$ cat config.mk
export PLATFORM = sky130hd
export DESIGN_NAME = stc_standby_ctrl
export DESIGN_NICKNAME = d
export VERILOG_FILES = /design/src/stc_pkg.sv /design/src/stc_standby_ctrl.sv
export SDC_FILE = /design/constraint.sdc
export NUM_CORES = 1
export LEC_CHECK = 0
export BUFFER_PORTS_ARGS = -buffer_cell sky130_fd_sc_hd__buf_2
export CAP_MARGIN = 20
export CORE_UTILIZATION = 70
export CTS_BUF_LIST = sky130_fd_sc_hd__clkbuf_8
export DETAILED_ROUTE_END_ITERATION = 12
export PLACE_DENSITY = 0.88
export SLEW_MARGIN = 20
export SYNTH_ARGS = -nofsm -noshare
export SYNTH_HDL_FRONTEND = slang
export SYNTH_SLANG_ARGS = --single-unit
export TNS_END_PERCENT = 50
$ cat constraint.sdc
create_clock -name sys_clk -period 23.6 [get_ports sys_clk]
set_clock_uncertainty 0.05 [all_clocks]
set_input_delay 4.72 -clock sys_clk [delete_from_list [all_inputs] [get_ports sys_clk]]
set_output_delay 4.72 -clock sys_clk [all_outputs]
set_load 0.02 [all_outputs]
$ cat src/stc_pkg.sv
// Constants, register map and carrier types for the standby touch sampling control
package stc_pkg;
   // ==========================================================
   // Register offsets
   localparam logic [7:0] OFS_CHAN_EN = 8'h40;
   localparam logic [7:0] OFS_CFG = 8'h41;
   localparam logic [7:0] OFS_GAIN = 8'h42;
   localparam logic [7:0] OFS_THR = 8'h43;
   localparam logic [7:0] OFS_BASE1 = 8'h50;
   localparam logic [7:0] OFS_BASE2 = 8'h51;
   localparam logic [7:0] OFS_BASE3 = 8'h52;
   // ==========================================================
   // Reset values
   localparam logic [2:0] RST_CHAN_EN = 3'h0;
   localparam logic [7:0] RST_CFG = 8'h39;
   localparam logic [2:0] RST_GAIN = 3'h2;
   localparam logic [6:0] RST_THR = 7'h40;
   localparam logic [15:0] RST_BASE = 16'h00C8;
   // ==========================================================
   // Timing: times in their own unit, counts derived from the clock rate
   localparam int CLK_MHZ = 50;
   localparam int SAMP_TIME_BASE_US = 320;
   localparam int CYC_TIME_BASE_MS = 35;
   localparam int SAMP_BASE_CYC = SAMP_TIME_BASE_US * CLK_MHZ;
   localparam int CYC_BASE_CYC = CYC_TIME_BASE_MS * 1000 * CLK_MHZ;
   // ==========================================================
   // Sizes
   localparam int NUM_CH = 3;
   localparam logic [7:0] RECAL_LAST = 8'hFF;   // 256 readings per base update
   // ==========================================================
   // Types
   typedef struct packed {
      logic accumulate_not_mean;
      logic [2:0] standby_sample_count_sel;
      logic [1:0] standby_sample_period_sel;
      logic [1:0] standby_cycle_period_sel;
   } stc_cfg_t;
   typedef struct packed {
      logic wr;
      logic rd;
      logic [7:0] addr;
      logic [7:0] wdata;
   } stc_reg_req_t;
   typedef enum logic [3:0] {
      ST_IDLE = 4'b0001,
      ST_SAMP = 4'b0010,
      ST_CALC = 4'b0100,
      ST_SLEEP = 4'b1000
   } stc_state_t;
endpackage : stc_pkg

$ cat src/stc_standby_ctrl.sv
// Standby sampling sequencer, delta/touch evaluation and baseline recalibration
`timescale 1ns/1ps
// How it works
// - Mode bit chooses mean or sum of samples for the delta count.
// - Sample-count code 0..7 selects 1..128 samples; reset selects 8.
// - All samples of one channel back to back, combine, then next channel.
// - Sample-period code selects 320us, 640us, 1.28ms, 2.56ms; reset 1.28ms.
// - Cycle-period code selects 35, 70, 105, 140 ms; reset 70ms.
// - Sample all enabled channels at cycle start, then low power for the rest.
// - If sampling outlasts the cycle, the cycle is lengthened.
// - Gain code 0..7 scales delta 128x down to 1x; reset 32x.
// - Gain multiplies the relative delta count.
// - Touch when delta exceeds seven-bit threshold; reset 40h.
// - Read-only baselines hold untouched value, refreshed, reset C8h.
// - Recal adds readings until sample size, upper 16 bits become baseline.
// - Shown baseline is scaled by the four-bit shift field.
// - Standby channels use standby threshold, averaging and gain.
// - Per-channel standby enables select sampled channels; all off after reset.
module stc_standby_ctrl
   import stc_pkg::*;
#(
   parameter int SAMP_BASE = SAMP_BASE_CYC,
   parameter int CYC_BASE = CYC_BASE_CYC
) (
   // Clock, reset, enable
   input wire logic sys_clk,
   input wire logic rst_b,
   input wire logic ce,
   // Register port
   input wire stc_reg_req_t reg_req,
   output logic [7:0] reg_rdata_q,
   // Device context
   input wire logic standby_active,
   input wire logic [3:0] base_shift,
   // Sensor front end
   input wire logic [15:0] sense_count,
   output logic sense_en_q,
   output logic [1:0] sense_chan_q,
   output logic low_power_q,
   // Results
   output logic [2:0] touch_q,
   output logic meas_done_q
);
   // ==========================================================
   // Helpers
   // Lowest enabled channel with index at or above lo; 3 means none
   function automatic logic [1:0] pick_chan(input logic [2:0] en, input logic [1:0] lo);
      logic [1:0] r;
      r = 2'd3;
      for (int i = NUM_CH - 1; i >= 0; i--) begin
         if (en[i] && (2'(i) >= lo)) begin
            r = 2'(i);
         end
      end
      return r;
   endfunction : pick_chan

   // Baseline as presented after the shift
   function automatic logic [7:0] shown_base(input logic [15:0] b, input logic [3:0] s);
      return 8'(b >> s);
   endfunction : shown_base

   // ==========================================================
   // Registers
   logic [2:0] chan_en_q;
   stc_cfg_t cfg_q;
   logic [2:0] gain_q;
   logic [6:0] thr_q;
   logic [15:0] base_q [NUM_CH];
   logic [23:0] rc_acc_q [NUM_CH];
   logic [7:0] rc_cnt_q [NUM_CH];

   // Software writes; baselines are not writable
   always_ff @(posedge sys_clk or negedge rst_b) begin
      if (!rst_b) begin
         chan_en_q <= RST_CHAN_EN;
         cfg_q <= RST_CFG;
         gain_q <= RST_GAIN;
         thr_q <= RST_THR;
      end else if (ce && reg_req.wr) begin
         if (reg_req.addr == OFS_CHAN_EN) chan_en_q <= reg_req.wdata[2:0];
         if (reg_req.addr == OFS_CFG) cfg_q <= reg_req.wdata;
         if (reg_req.addr == OFS_GAIN) gain_q <= reg_req.wdata[2:0];
         if (reg_req.addr == OFS_THR) thr_q <= reg_req.wdata[6:0];
      end
   end

   // Read data, one cycle after the request; unmapped reads zero
   always_ff @(posedge sys_clk or negedge rst_b) begin
      if (!rst_b) begin
         reg_rdata_q <= 8'h00;
      end else if (ce && reg_req.rd) begin
         unique case (reg_req.addr)
            OFS_CHAN_EN: reg_rdata_q <= {5'h00, chan_en_q};
            OFS_CFG: reg_rdata_q <= cfg_q;
            OFS_GAIN: reg_rdata_q <= {5'h00, gain_q};
            OFS_THR: reg_rdata_q <= {1'b0, thr_q};
            OFS_BASE1: reg_rdata_q <= shown_base(base_q[0], base_shift);
            OFS_BASE2: reg_rdata_q <= shown_base(base_q[1], base_shift);
            OFS_BASE3: reg_rdata_q <= shown_base(base_q[2], base_shift);
            default: reg_rdata_q <= 8'h00;
         endcase
      end
   end

   // ==========================================================
   // Timing decode
   logic [31:0] samp_len;
   logic [31:0] cyc_len;
   logic [7:0] samp_last;
   assign samp_len = 32'(SAMP_BASE) << cfg_q.standby_sample_period_sel;
   // cycle period in 35 ms steps
   assign cyc_len = 32'(CYC_BASE) * (32'(cfg_q.standby_cycle_period_sel) + 32'd1);
   // samples per measurement is a power of two
   assign samp_last = 8'((9'd1 << cfg_q.standby_sample_count_sel) - 9'd1);

   // ==========================================================
   // Sequencer
   stc_state_t state_q;
   logic [31:0] tick_q;
   logic [31:0] cyc_cnt_q;
   logic [7:0] samp_idx_q;
   logic [22:0] acc_q;
   logic [1:0] first_ch;
   logic [1:0] next_ch;
   logic can_run;
   logic cyc_over;

   assign first_ch = pick_chan(chan_en_q, 2'd0);
   assign next_ch = (sense_chan_q == 2'd2) ? 2'd3 : pick_chan(chan_en_q, sense_chan_q + 2'd1);
   assign can_run = standby_active && (first_ch != 2'd3);
   assign cyc_over = cyc_cnt_q >= cyc_len - 32'd1;

   // State and sensor drive; the cycle counter runs on through sampling so
   // an overlong sampling pass simply pushes the next start out
   always_ff @(posedge sys_clk or negedge rst_b) begin
      if (!rst_b) begin
         state_q <= ST_IDLE;
         tick_q <= 32'd0;
         cyc_cnt_q <= 32'd0;
         samp_idx_q <= 8'd0;
         acc_q <= 23'd0;
         sense_en_q <= 1'b0;
         sense_chan_q <= 2'd0;
         low_power_q <= 1'b0;
      end else if (ce) begin
         cyc_cnt_q <= cyc_cnt_q + 32'd1;
         unique case (state_q)
            ST_IDLE: begin
               if (can_run) begin
                  state_q <= ST_SAMP;
                  cyc_cnt_q <= 32'd0;
                  sense_chan_q <= first_ch;
                  sense_en_q <= 1'b1;
               end
            end
            ST_SAMP: begin
               tick_q <= tick_q + 32'd1;
               if (tick_q == samp_len - 32'd1) begin
                  tick_q <= 32'd0;
                  acc_q <= acc_q + {7'h00, sense_count};
                  samp_idx_q <= samp_idx_q + 8'd1;
                  if (samp_idx_q == samp_last) begin
                     samp_idx_q <= 8'd0;
                     sense_en_q <= 1'b0;
                     state_q <= ST_CALC;
                  end
               end
            end
            ST_CALC: begin
               acc_q <= 23'd0;
               if (next_ch != 2'd3) begin
                  state_q <= ST_SAMP;
                  sense_chan_q <= next_ch;
                  sense_en_q <= 1'b1;
               // cycle already used up: start again at once
               end else if (cyc_over && can_run) begin
                  state_q <= ST_SAMP;
                  cyc_cnt_q <= 32'd0;
                  sense_chan_q <= first_ch;
                  sense_en_q <= 1'b1;
               end else begin
                  // rest of the cycle in low power
                  state_q <= ST_SLEEP;
                  low_power_q <= 1'b1;
               end
            end
            ST_SLEEP: begin
               if (!standby_active) begin
                  state_q <= ST_IDLE;
                  low_power_q <= 1'b0;
               end else if (cyc_over && can_run) begin
                  state_q <= ST_SAMP;
                  low_power_q <= 1'b0;
                  cyc_cnt_q <= 32'd0;
                  sense_chan_q <= first_ch;
                  sense_en_q <= 1'b1;
               end
            end
            default: state_q <= ST_IDLE;
         endcase
      end
   end

   // ==========================================================
   // Delta evaluation
   logic [15:0] mean16;
   logic [15:0] base_cur;
   logic [22:0] val;
   logic [22:0] ref_v;
   logic [22:0] raw;
   logic [29:0] scaled;
   logic [7:0] delta8;
   logic hit;

   always_comb begin
      base_cur = base_q[sense_chan_q];
      mean16 = 16'(acc_q >> cfg_q.standby_sample_count_sel);
      // mean or sum, against a baseline scaled to match
      if (cfg_q.accumulate_not_mean) begin
         val = acc_q;
         ref_v = 23'({7'h00, base_cur} << cfg_q.standby_sample_count_sel);
      end else begin
         val = {7'h00, mean16};
         ref_v = {7'h00, base_cur};
      end
      raw = (val > ref_v) ? val - ref_v : 23'd0;
      // gain multiplies the relative delta; 128x at code 0
      scaled = 30'({7'h00, raw} << (3'd7 - gain_q));
      delta8 = (|scaled[29:8]) ? 8'hFF : scaled[7:0];
      // strictly above threshold; standby settings only
      hit = delta8 > {1'b0, thr_q};
   end

   // Touch flags and completion pulse
   always_ff @(posedge sys_clk or negedge rst_b) begin
      if (!rst_b) begin
         touch_q <= 3'b000;
         meas_done_q <= 1'b0;
      end else if (ce) begin
         meas_done_q <= (state_q == ST_CALC);
         if (state_q == ST_CALC) touch_q[sense_chan_q] <= hit;
      end
   end

   // ==========================================================
   // Recalibration; touched readings are left out so a held finger
   // cannot drag the baseline toward itself
   always_ff @(posedge sys_clk or negedge rst_b) begin
      if (!rst_b) begin
         for (int i = 0; i < NUM_CH; i++) begin
            base_q[i] <= RST_BASE;
            rc_acc_q[i] <= 24'd0;
            rc_cnt_q[i] <= 8'd0;
         end
      end else if (ce && state_q == ST_CALC && !hit) begin
         // accumulate, take upper 16 bits, clear
         rc_acc_q[sense_chan_q] <= rc_acc_q[sense_chan_q] + {8'h00, mean16};
         rc_cnt_q[sense_chan_q] <= rc_cnt_q[sense_chan_q] + 8'd1;
         if (rc_cnt_q[sense_chan_q] == RECAL_LAST) begin
            base_q[sense_chan_q] <= 16'((rc_acc_q[sense_chan_q] + {8'h00, mean16}) >> 8);
            rc_acc_q[sense_chan_q] <= 24'd0;
         end
      end
   end
endmodule : stc_standby_ctrl
# Word level (Yosys, flattened, before mapping)
# Cells that the tools add are included.
[word_totals] reg_bits=280 output_inout_bits=16 ramBits=0 wordCells=184 in_bits=42 latchBits=0 rom_bits=0 memories=0
[classes] bitwise_logic=3 n_div=0 n_reduce_logical=30 n_lt_le_gt_ge=10 n_eq_ne=24 muxes=68 add_sub_neg=13 n_shift=8 n_mul=1
[op_table] operator="$mux W32" n=5
[op_table] operator="$pmux W32 S3" n=1
[op_table] operator="$mux W23" n=4
[op_table] operator="$and A72 B72 Y72" n=1
[op_table] operator="$bwmux W72" n=1
[op_table] operator="$mux W24" n=3
[op_table] operator="$mux W72" n=1
[op_table] operator="$not A72 Y72" n=1
[op_table] operator="$add A32 B1 Y32 const B" n=2
[op_table] operator="$eq A8 B7 Y1 const B" n=7
[op_table] operator="$pmux W8 S7" n=1
[op_table] operator="$bmux W24 S2" n=1
[op_table] operator="$bwmux W48" n=1
[op_table] operator="$demux W24 S2" n=1
[op_table] operator="$mux W16" n=3
[op_table] operator="$shr A16 B4 Y8" n=3
[op_table] operator="$pmux W23 S2" n=1
[op_table] operator="$mux W8" n=5
[op_table] operator="$bmux W16 S2" n=1
[op_table] operator="$demux W16 S2" n=1
[op_table] operator="$eq A32 B32 Y1" n=1
[op_table] operator="$ge A32 B32 Y1" n=1
[op_table] operator="$shl A14 B2 Y32 const A" n=1
[op_table] operator="$sub A32 B1 Y32 const B" n=1
[op_table] operator="other kinds (55)" n=109

# Logic depth before layout (Yosys ltp)
# Gate-level depths: netlist (run 1).
[depth] depth_word=15 mapped_depth=38 mapped_depth_nobuf=32

# Worst setup path before layout (run 1)
# No wires, ideal clock.
[synth_path] path_kind="flip-flop to flip-flop" from="register sense_chan_q[1]" to="register (tool-made name)" stages_incl_launch_ff=34 setup_time_ns=0.125 slack_ns=15.763 t_arrival_ns=7.663 period_less_slack_ns=7.837 path_cell_list="dfrtp_1 -> clkbuf_1 -> clkbuf_1 -> clkbuf_1 -> mux2i_1 -> o21ai_0 -> mux2_2 -> mux2_2 -> o21ai_0 -> nand2_1 -> o21ai_0 -> ha_1 -> clkbuf_1 -> and4_1 -> and3_1 -> and2_1 -> a221o_1 -> a31oi_1 -> xor2_1 -> o2111ai_1 -> nor3_1 -> and2_1 -> a21oi_1 -> ha_1 -> nand2_1 -> or3_1 -> nand2_1 -> nand2_1 -> a311oi_1 -> nand4_1 -> or4_1 -> nand2_1 -> buf_2 -> mux2_2"
[synth_rtl] item="start, declared" line="stc_standby_ctrl.sv:38" rtl="output logic [1:0] sense_chan_q,"
[synth_rtl] item="start signal, assigned" line="stc_standby_ctrl.sv:153" rtl="sense_chan_q <= first_ch;"
[synth_rtl] item="start signal, assigned" line="stc_standby_ctrl.sv:174" rtl="sense_chan_q <= next_ch;"
[synth_rtl] item="start signal, assigned" line="stc_standby_ctrl.sv:180" rtl="sense_chan_q <= first_ch;"

# Final worst setup path (run 1)
[layout_path] from="register cfg_q[4] (netlist name)" to="register rc_cnt_q[20] (netlist name)"
[layout_between] elab_chain_len=10 word_cells_on_any_way=13 cone_classes="add/sub: 1; order compare: 2; shift: 3; mux: 4; reduce/logical: 3"
[layout_rtl] item="start, declared" line="stc_standby_ctrl.sv:66" rtl="stc_cfg_t cfg_q;"
[layout_rtl] item="start signal, assigned" line="stc_standby_ctrl.sv:82" rtl="if (reg_req.addr == OFS_CFG) cfg_q <= reg_req.wdata;"
[layout_rtl] item="$shr A23 B3 Y16 or $shl A16 B3 Y23 (tied branches)" line="stc_standby_ctrl.sv:218, stc_standby_ctrl.sv:222"
[layout_rtl] item="$mux W23" line="stc_standby_ctrl.sv:220" rtl="if (cfg_q.accumulate_not_mean) begin"
[layout_rtl] item="$sub A23 B23 Y23 or $gt A23 B23 Y1 (tied branches)" line="stc_standby_ctrl.sv:227" rtl="raw = (val > ref_v) ? val - ref_v : 23'd0;"
[layout_rtl] item="$mux W23 (*)" line="stc_standby_ctrl.sv:227"
[layout_rtl] item="$shl A23 B3 Y30 (*)" line="stc_standby_ctrl.sv:229" rtl="scaled = 30'({7'h00, raw} << (3'd7 - gain_q));"
[layout_rtl] item="$reduce_or A22 Y1" line="stc_standby_ctrl.sv:230" rtl="delta8 = (|scaled[29:8]) ? 8'hFF : scaled[7:0];"
[layout_rtl] item="$mux W8 (*)" line="stc_standby_ctrl.sv:230"
[layout_rtl] item="$gt A8 B7 Y1 (*)" line="stc_standby_ctrl.sv:232" rtl="hit = delta8 > {1'b0, thr_q};"
[layout_rtl] item="$logic_not A1 Y1 (*)" line="stc_standby_ctrl.sv:256" rtl="end else if (ce && state_q == ST_CALC && !hit) begin"
[layout_rtl] item="$logic_and A1 B1 Y1 (*)" line="stc_standby_ctrl.sv:256"
[layout_rtl] item="end signal, assigned by index" line="stc_standby_ctrl.sv:259" rtl="rc_cnt_q[sense_chan_q] <= rc_cnt_q[sense_chan_q] + 8'd1;"
[layout_rtl] item="end, declared" line="stc_standby_ctrl.sv:71" rtl="logic [7:0] rc_cnt_q [NUM_CH];"
# Mark *: on every way between the ends. The rest lies on a longest branch, timed or not.
# A chain may end at the register's enable or synchronous reset.

==> run metrics, run 1 <==
root buffer cell=clkbuf_8; CP max FO=34; Worst Hold Depth=1; power share of the sequential group=38.7%; Tightest Pin Transition=1.14 ns; Post-synth EDFFs=0; Hold EP=tick_q[31]; Slew headroom=23.8%; max-cap viol count=0; Final HPWL DP=38500 um; Routed Antenna Nets=0; CORE AREA=27900 um2; Post-Syn Area=20000 um2; Mapped Nets=2333; share of layout cells above drive strength 1=14.5%; initial DRC count=1812; Ports=58; Yosys reg bits=280; count of input and output buffers=57; routed len/inst=21.3 um; sequential fraction of the synthesis area=35.1%; H-tree lvl count=2; R2R Path Start=cfg_q[4]; die height=171 um; post-CTS resize count=0; internal power=0.000898 W; Post-Syn Area per Cell=9.22 um2; Post-layout nets=2333; Worst Reg-to-Reg Cells=26; number of global-route vias before repair=17200; P&R area growth vs syn=7.04%; Die Wd=171 um; Synth Area in Adders=7.63%; Clk pin slew, worst setup/hold paths=0.07 ns; Final Max Tran Viols=0; hold crit path type=flip-flop to flip-flop; detailed-route via count=17600; critical path arrival=9.85 ns; Fillers=1918; yosys warns=0; sw power=0.000509 W; clk buf depth=3; commonest non-fill, non-tap cell in the layout=dfrtp_1; hold-fix buffer count after cts=0; total die area=29300 um2; CTS Sinks=280; Post-Route Setup TNS=0 ns; most frequent cells in the layout=dfrtp_1, nor2_1, nand2_1; CTS tree=yes; grt total ovfl=0; CP max stage cell=dfstp_2; CTS Buf Count=48; Worst VDD drop=0.0739 mV; Worst EP required=24.00 ns; Post-Syn Instances=2172; most frequent CP cell=nand2_1; Leak=10.3 nW; top_reg_cell synth=dfrtp_1; wire length of the first global-routing pass=88700 um; initial antenna violation count=1; final WL=55100 um; worst skew pair latency=0.60 ns; capturing point of the worst reg2reg path=rc_cnt_q[20]; vias per cell=6.80; post-synthesis mux area share=14.9%; clock share of power=31.9%; Combinational Power Share=29.4%; total track usage=38.3%; Hold Vio Cnt, Final=0; CP Launch Type=flip-flop; Final GP Congestion=0.973; Max Clock Freq=106 MHz; CP endpoint kind=flip-flop; flop2flop setup slack=14.15 ns; async set-or-reset flop fraction in the synthesized netlist=100%; hold_sp=tick_q[31]; minimum clock period=9.45 ns; status=completed; num rows=61; largest net degree at the start of global routing=127; kind of critical path=flip-flop to flip-flop; Synth Area in Compound Gates=17.4%; # DRC=0; post-synthesis simple-gate area fraction=15.8%; design area=21400 um2; Pre-antenna DRT Iters=8; post-synthesis cell type count=79; antenna cell count=0; switching share of power=36.2%; Pwr per Cell Area=65.6 nW/um2; largest family of logic cells by synthesized area=compound AO/OA/AOI/OAI gates; delay of the slowest critical-path stage=0.98 ns; initial core utilization=71.7%; RSZ-0062 raised after global routing=false; Final setup viols=0; Tcrit/Tclk final=40.0%; Post-Synth XOR/XNOR Area=5.69%; DP Area=20400 um2; postcts setup bufs=0
cells in the mapped netlist, types with 5 or more instances:
| master | n | area, um2 |
|---|---|---|
| dfrtp_1 | 264 | 6610 |
| a21o_1 | 39 | 293 |
| or3_1 | 9 | 56.3 |
| mux2_2 | 127 | 1430 |
| xnor2_1 | 71 | 622 |
| nor3_1 | 33 | 165 |
| nor2b_1 | 18 | 113 |
| o31ai_1 | 9 | 67.6 |
| nand3_1 | 69 | 345 |
| nor4_1 | 8 | 50.1 |
| a31oi_1 | 17 | 106 |
| or2_2 | 9 | 56.3 |
| buf_1 | 13 | 48.8 |
| o21a_1 | 10 | 75.1 |
| nand3b_1 | 8 | 60.1 |
| and3_1 | 24 | 150 |
| nand4_1 | 37 | 231 |
| o21bai_1 | 8 | 60.1 |
| xor2_1 | 59 | 517 |
| buf_2 | 13 | 65.1 |
| or4_1 | 7 | 52.6 |
| nor2_1 | 190 | 713 |
| and4_1 | 9 | 78.8 |
| a32o_1 | 37 | 370 |
| ha_1 | 114 | 1430 |
| inv_1 | 58 | 218 |
| mux4_2 | 11 | 248 |
| nor4b_1 | 8 | 70.1 |
| o21ai_1 | 7 | 35.0 |
| a21oi_1 | 128 | 641 |
| mux2i_1 | 97 | 971 |
| o22ai_1 | 34 | 213 |
| fa_1 | 5 | 100 |
| o21ai_0 | 145 | 726 |
| a211oi_1 | 13 | 97.6 |
| nand2_1 | 182 | 683 |
| nand2b_1 | 17 | 106 |
| clkbuf_1 | 93 | 349 |
| o211ai_1 | 19 | 143 |
| dfstp_2 | 16 | 420 |
| a31o_2 | 5 | 43.8 |
| mux2_1 | 30 | 338 |
| and2_1 | 22 | 138 |
| o221ai_1 | 9 | 78.8 |
layer usage:
layer  share of wire (%)  vias up  track usage [%]
li1                    -     7966                -
met1                  40     8511             49.8
met2                  46      902             60.9
met3                 8.8      194             7.66
met4                 4.9        0             19.1
met5                   0        -                0
critical path, delay by kind of cell (launching register included):
kind,cells,cell delay [ns]
fa+ha+maj,2,0.83
compound gates,6,1.46
mux,2,0.82
simple gates,14,4.34
flops,1,0.98
buf+inv,1,0.71
xor+xnor,1,0.12
stage by stage:
| step | power, W | util [%] | cells | hold WS [ns] | setup slack [ns] |
|---|---|---|---|---|---|
| 2_1_floorplan | 0.000833 | - | 2172 | 0.388 | 15.76 |
| 3_3_place_gp | 0.000938 | 73.2 | 2500 | 0.405 | 14.72 |
| 3_5_place_dp | 0.000950 | 73.2 | 2500 | 0.414 | 14.50 |
| 4_1_cts | 0.00140 | 76.7 | 2585 | 0.426 | 14.42 |
| 5_1_grt | 0.00147 | 76.7 | 2585 | 0.437 | 13.72 |
| 6_report | 0.00141 | 76.7 | 2585 | 0.426 | 14.15 |
power by group through the flow:
stage               clock network (W)  registers (W)  logic (W)
floorplan                           0       0.000540   0.000293
global placement                    0       0.000548   0.000390
finish                       0.000449       0.000545   0.000413
CTS                          0.000452       0.000542   0.000403
detailed placement                  0       0.000550   0.000399
global route                 0.000475       0.000548   0.000444
logic make-up (layout without fill, tap and decap cells):
kind of cell	after synthesis	after routing
compound gates	538	538
xor+xnor	130	130
fa+ha+maj	119	119
buf+inv	178	213
flops	280	280
mux	265	265
other cells	2	2
simple gates	660	660
area by class of cell:
cell class | instances | area [um2] | area share [%]
multi-input cells | 1714 | 12300 | 57.6
clock buffers | 57 | 785 | 3.66
flip-flops and latches | 280 | 7030 | 32.8
inverters | 59 | 221 | 1.03
well taps | 378 | 473 | 2.21
clock inverters | 28 | 188 | 0.876
repair buffers | 69 | 389 | 1.82
worst max-delay path by stage:
stage,startpoint,end,slack [ns],depth (start not counted)
global route,cfg_q[4],rc_acc_q[60],13.72,27
CTS,cfg_q[4],rc_cnt_q[20],14.42,26
floorplan,sense_chan_q[1],flip-flop,15.76,33
detailed placement,cfg_q[4],rc_cnt_q[19],14.50,26
finish,cfg_q[4],rc_cnt_q[20],14.15,26
global placement,cfg_q[4],rc_cnt_q[18],14.72,26
No activity file was read; power rests on OpenSTA's default activity.
==> run 2, diff against run 1 <==
--- a/config.mk
+++ b/config.mk
@@ -7,10 +7,10 @@
 export LEC_CHECK = 0
 export BUFFER_PORTS_ARGS = -buffer_cell sky130_fd_sc_hd__buf_2
 export CAP_MARGIN = 20
-export CORE_UTILIZATION = 70
+export CORE_UTILIZATION = 66
 export CTS_BUF_LIST = sky130_fd_sc_hd__clkbuf_8
 export DETAILED_ROUTE_END_ITERATION = 12
-export PLACE_DENSITY = 0.88
+export PLACE_DENSITY = 0.84
 export SLEW_MARGIN = 20
 export SYNTH_ARGS = -nofsm -noshare
 export SYNTH_HDL_FRONTEND = slang
==> constraint.sdc (replaced) <==
create_clock -name sys_clk -period 8.9 [get_ports sys_clk]
set_clock_uncertainty 0.05 [all_clocks]
set_input_delay 1.78 -clock sys_clk [delete_from_list [all_inputs] [get_ports sys_clk]]
set_output_delay 1.78 -clock sys_clk [all_outputs]
set_load 0.02 [all_outputs]
==> run metrics, run 2 (same netlist as run 1, synthesis figures left out) <==
Final GP Congestion=1.02 (was 0.973); capturing point of the worst reg2reg path=base_q[12] (was rc_cnt_q[20]); detailed-route via count=17600 (about the same); largest net degree at the start of global routing=180 (was 127); initial core utilization=67.4% (was 71.7%); Final HPWL DP=39100 um (was 38500 um); hold crit path type=flip-flop to flip-flop (unchanged); Tcrit/Tclk final=93.9% (was 40.0%); root buffer cell=clkbuf_8 (unchanged); RSZ-0062 raised after global routing=true (was false); CORE AREA=29700 um2 (was 27900 um2); CTS Sinks=280 (unchanged); CP Launch Type=flip-flop (unchanged); wire length of the first global-routing pass=89000 um (was 88700 um); Slew headroom=24.2% (was 23.8%); flop2flop setup slack=0.55 ns (was 14.15 ns); CTS tree=yes (unchanged); delay of the slowest critical-path stage=0.53 ns (was 0.98 ns); kind of critical path=flip-flop to flip-flop (unchanged); most frequent cells in the layout=dfrtp_1, nor2_1, nand2_1 (unchanged); P&R area growth vs syn=7.96% (was 7.04%); initial antenna violation count=5 (was 1); Ports=58 (unchanged); share of layout cells above drive strength 1=14.9% (was 14.5%); Tightest Pin Transition=1.13 ns (was 1.14 ns); Pre-antenna DRT Iters=6 (was 8); vias per cell=6.74 (was 6.80); most frequent CP cell=nand2_1 (unchanged); die height=176 um (was 171 um); final WL=55200 um (was 55100 um); # DRC=0 (unchanged); worst skew pair latency=0.59 ns (was 0.60 ns); max-cap viol count=0 (unchanged); total die area=31000 um2 (was 29300 um2); Pwr per Cell Area=177 nW/um2 (was 65.6 nW/um2); routed len/inst=21.1 um (was 21.3 um); Routed Antenna Nets=0 (unchanged); CP max FO=32 (was 34); crit path launch=sense_chan_q[0] (was cfg_q[4]); CP endpoint=base_q[12] (was rc_cnt_q[20]); Final Max Tran Viols=0 (unchanged); Worst VDD drop=0.179 mV (was 0.0739 mV); Worst EP required=9.30 ns (was 24.00 ns); Leak=10.4 nW (was 10.3 nW); total track usage=35.9% (was 38.3%); R2R Path Start=sense_chan_q[0] (was cfg_q[4]); Worst Reg-to-Reg Cells=32 (was 26); Final setup viols=0 (unchanged); Clk pin slew, worst setup/hold paths=0.07 ns (about the same); minimum clock period=8.35 ns (was 9.45 ns); clk buf depth=3 (unchanged); DP Area=20500 um2 (was 20400 um2); num rows=63 (was 61); critical path arrival=8.76 ns (was 9.85 ns); Max Clock Freq=120 MHz (was 106 MHz); CP endpoint kind=flip-flop (unchanged); CTS Buf Count=49 (was 48); Die Wd=176 um (was 171 um); grt total ovfl=0 (unchanged); H-tree lvl count=2 (unchanged); status=completed (unchanged); Core Util, Final=72.7% (was 76.7%); Hold Vio Cnt, Final=0 (unchanged); Post-layout nets=2342 (was 2333); CP max stage cell=nor4_4 (was dfstp_2); design area=21600 um2 (was 21400 um2); count of input and output buffers=57 (unchanged); number of global-route vias before repair=17000 (was 17200); commonest non-fill, non-tap cell in the layout=dfrtp_1 (unchanged); initial DRC count=1791 (was 1812); postcts setup bufs=0 (unchanged)
==> run 2: how the worst min path moves through the flow <==
stage                           from    endpoint  slack [ns]  cells past startpoint
after floorplan            tick_q[6]   tick_q[6]        0.39                      1
after global placement     tick_q[6]   tick_q[6]        0.41                      1
after detailed placement  tick_q[31]  tick_q[31]        0.43                      1
after CTS                 tick_q[31]  tick_q[31]        0.43                      1
after global routing      tick_q[31]  tick_q[31]        0.45                      1
final                     tick_q[31]  tick_q[31]        0.44                      1
==> run 2: power breakdown <==
group | switching, W | leakage (nW) | internal, W
logic | 0.000697 | 6.04 | 0.000400
clock network | 0.000557 | 0.598 | 0.000719
registers | 0.000103 | 3.78 | 0.00134
total | 0.00136 | 10.4 | 0.00246
==> run 2: final cells by class <==
| cell class | count | area (um2) |
|---|---|---|
| Timing Repair Buffer | 77 | 458 |
| Multi-Input combinational cell | 1714 | 12300 |
| Sequential cell | 280 | 7040 |
| Fill cell | 2165 | 8110 |
| Clock buffer | 59 | 812 |
| Antenna cell | 4 | 10.0 |
| Tap cell | 390 | 488 |
| Inverter | 59 | 221 |
| Clock inverter | 30 | 248 |
==> run 2: per-stage QoR <==
stage	setup TNS, ns	hold slack (ns)	setup WS [ns]	total power (W)	cells
6_report	0	0.435	0.545	0.00382	2613
5_1_grt	-0.0194	0.448	-0.0194	0.00399	2611
4_1_cts	0	0.435	0.561	0.00381	2609
3_5_place_dp	0	0.425	0.629	0.00253	2520
3_3_place_gp	0	0.410	0.838	0.00250	2519
2_1_floorplan	0	0.388	1.06	0.00221	2172
==> run 2: per-layer routing <==
layer | track usage [%] | part of all wire [%] | wire (um) | up-vias
li1 | - | - | - | 7990
met1 | 47.4 | 41 | 22500 | 8640
met2 | 57.7 | 47 | 25900 | 836
met3 | 6.07 | 8.2 | 4500 | 156
met4 | 16.8 | 4.3 | 2360 | 2
met5 | 0 | 0.024 | 13 | -
==> run 2: repair_timing <==
| action | in CTS | in global routing |
|---|---|---|
| endpoints found under the hold margin | 0 | 0 |
| setup endpoints to repair | 0 | 75 |
| hold buffers | 0 | 0 |
| resized for setup | 0 | 3 |
==> run 2: critical path, delay by kind of cell, from the launching register on <==
family	cells	cell delay (ns)
flip-flops	1	0.38
buffers and inverters	2	0.67
adder cells (fa/ha/maj)	2	0.70
multiplexers	2	0.76
XOR/XNOR	1	0.20
AO/OA/AOI/OAI	10	2.58
AND/OR/NAND/NOR	15	2.86
==> run 3, diff against run 2 <==
--- a/config.mk
+++ b/config.mk
@@ -7,10 +7,12 @@
 export LEC_CHECK = 0
 export BUFFER_PORTS_ARGS = -buffer_cell sky130_fd_sc_hd__buf_2
 export CAP_MARGIN = 20
-export CORE_UTILIZATION = 66
+export CELL_PAD_IN_SITES_DETAIL_PLACEMENT = 1
+export CELL_PAD_IN_SITES_GLOBAL_PLACEMENT = 1
+export CORE_UTILIZATION = 51
 export CTS_BUF_LIST = sky130_fd_sc_hd__clkbuf_8
 export DETAILED_ROUTE_END_ITERATION = 12
-export PLACE_DENSITY = 0.84
+export PLACE_DENSITY_LB_ADDON = 0.1
 export SLEW_MARGIN = 20
 export SYNTH_ARGS = -nofsm -noshare
 export SYNTH_HDL_FRONTEND = slang
==> run metrics, run 3 (same netlist as run 1, synthesis figures left out) <==
status=completed (unchanged); Tightest Pin Transition=1.07 ns (was 1.13 ns); initial antenna violation count=0 (was 5); CP endpoint kind=flip-flop (unchanged); routed len/inst=22.4 um (was 21.1 um); CTS tree=yes (unchanged); initial core utilization=51.8% (was 67.4%); commonest non-fill, non-tap cell in the layout=dfrtp_1 (unchanged); antenna cell count=0 (was 4); most frequent cells in the layout=dfrtp_1, nor2_1, nand2_1 (unchanged); die height=200 um (was 176 um); hold-fix buffer count after cts=0 (unchanged); Post-Route Setup TNS=0 ns (unchanged); total die area=40000 um2 (was 31000 um2); minimum clock period=8.42 ns (was 8.35 ns); Slew headroom=28.2% (was 24.2%); count of input and output buffers=57 (unchanged); most frequent CP cell=nand2_1 (unchanged); CTS Sinks=280 (unchanged); CP max FO=28 (was 32); clock share of power=33.4% (about the same); number of global-route vias before repair=17800 (was 17000); Die Wd=200 um (was 176 um); share of layout cells above drive strength 1=15.8% (was 14.9%); largest net degree at the start of global routing=171 (was 180); internal power=0.00248 W (was 0.00246 W); Pre-antenna DRT Iters=5 (was 6); max-cap viol count=0 (unchanged); P&R area growth vs syn=9.73% (was 7.96%); initial DRC count=961 (was 1791); Core Util, Final=56.8% (was 72.7%); worst skew pair latency=0.65 ns (was 0.59 ns); Final setup viols=0 (unchanged); RSZ-0062 raised after global routing=false (was true); clk buf depth=3 (unchanged); kind of critical path=flip-flop to flip-flop (unchanged); switching share of power=36.3% (was 35.5%); delay of the slowest critical-path stage=0.83 ns (was 0.53 ns); total track usage=31.2% (was 35.9%); CORE AREA=38600 um2 (was 29700 um2); critical path arrival=8.89 ns (was 8.76 ns); Routed Antenna Nets=0 (unchanged); Fillers=4440 (was 2165); num rows=72 (was 63); Final GP Congestion=0.906 (was 1.02); vias per cell=6.23 (was 6.74); Combinational Power Share=29.3% (was 28.7%); Worst EP required=9.37 ns (was 9.30 ns); Post-layout nets=2367 (was 2342); Hold Vio Cnt, Final=0 (unchanged); Ports=58 (unchanged); Max Clock Freq=119 MHz (was 120 MHz); hold crit path type=flip-flop to flip-flop (unchanged); Final HPWL DP=45100 um (was 39100 um); CP max stage cell=dfstp_4 (was nor4_4); Worst VDD drop=0.144 mV (was 0.179 mV); Clk pin slew, worst setup/hold paths=0.06 ns (was 0.07 ns); Final Max Tran Viols=0 (unchanged); # DRC=0 (unchanged); H-tree lvl count=2 (unchanged); Leak=10.6 nW (was 10.4 nW); root buffer cell=clkbuf_8 (unchanged); detailed-route via count=17300 (was 17600); CP Launch Type=flip-flop (unchanged); Tcrit/Tclk final=94.6% (was 93.9%); grt total ovfl=0 (unchanged); CTS Buf Count=53 (was 49); wire length of the first global-routing pass=100000 um (was 89000 um); sw power=0.00141 W (was 0.00136 W); final WL=62000 um (was 55200 um); Pwr per Cell Area=177 nW/um2 (about the same); power share of the sequential group=37.3% (was 37.9%)
-- run 3: cell types whose count changed in the layout (fill, tap and decap cells not counted), sizes merged --
cell	previous run	this run
buf	77	98
bufinv	4	2
clkbuf	59	64
clkinv	7	9
clkinvlp	3	1
diode	4	0
inv	75	83
-- run 3: area by class of cell --
class | instances | area (um2) | share of cell area [%]
Clock inverter | 36 | 213 | 0.968
Inverter | 59 | 221 | 1.01
Timing Repair Buffer | 98 | 628 | 2.86
Tap cell | 518 | 648 | 2.95
Multi-Input combinational cell | 1714 | 12300 | 56.2
Sequential cell | 280 | 7040 | 32.0
Clock buffer | 64 | 881 | 4.01
-- run 3: worst max-delay path, delay by kind of cell, from the launching register on --
family,cells,cell delay [ns]
muxes,4,1.38
buffers and inverters,3,0.62
and+or+nand+nor,12,2.42
adders and majority gates,3,1.05
AOI/OAI and AO/OA,7,1.75
DFF,1,0.83
xor gates and xnor gates,1,0.18
-- run 3: timing repair --
item	in CTS	in global routing
setup endpoints to repair	0	107
buffers inserted	0	7
resized for setup	0	4
endpoints found under the hold margin	0	0
-- run 3: power groups by stage --
stage               clock (W)  combinational (W)  sequential (W)
finish                0.00130            0.00114         0.00145
global placement            0            0.00108         0.00146
detailed placement          0            0.00111         0.00147
floorplan                   0           0.000778         0.00143
global route          0.00138            0.00124         0.00146
CTS                   0.00133            0.00112         0.00145
-- run 3: through the flow --
step                      power [W]  hold slack [ns]  instance area, um2  setup WS, ns  cells
after global placement      0.00254            0.405               20800         0.551   2662
final                       0.00389            0.429               22000         0.480   2769
after global routing        0.00408            0.432               22000         0.121   2769
after floorplan             0.00221            0.388               20000          1.06   2172
after CTS                   0.00389            0.426               21900         0.120   2762
after detailed placement    0.00258            0.414               20800         0.188   2662
-- run 3: path summary, 6_finish.rpt --
path                            from              end  slack [ns]  depth (start not counted)
setup / recovery            cfg_q[5]     rc_cnt_q[22]        0.48                         30
hold / removal             tick_q[6]        tick_q[6]        0.43                          1
setup reg to reg            cfg_q[5]     rc_cnt_q[22]        0.48                         30
hold reg to reg            tick_q[6]        tick_q[6]        0.43                          1
max in group asynchronous      rst_b  sense_chan_q[1]        6.18                          2
min in group asynchronous      rst_b        acc_q[18]        1.10                          1
-- run 3: routing by layer --
layer | vias to the layer above | routed length [um] | global-route usage (%)
met5 | - | 0 | 0
met3 | 86 | 3200 | 4.05
met4 | 0 | 1170 | 7.25
met1 | 8746 | 28200 | 43.0
met2 | 399 | 29500 | 51.9
li1 | 8033 | - | -
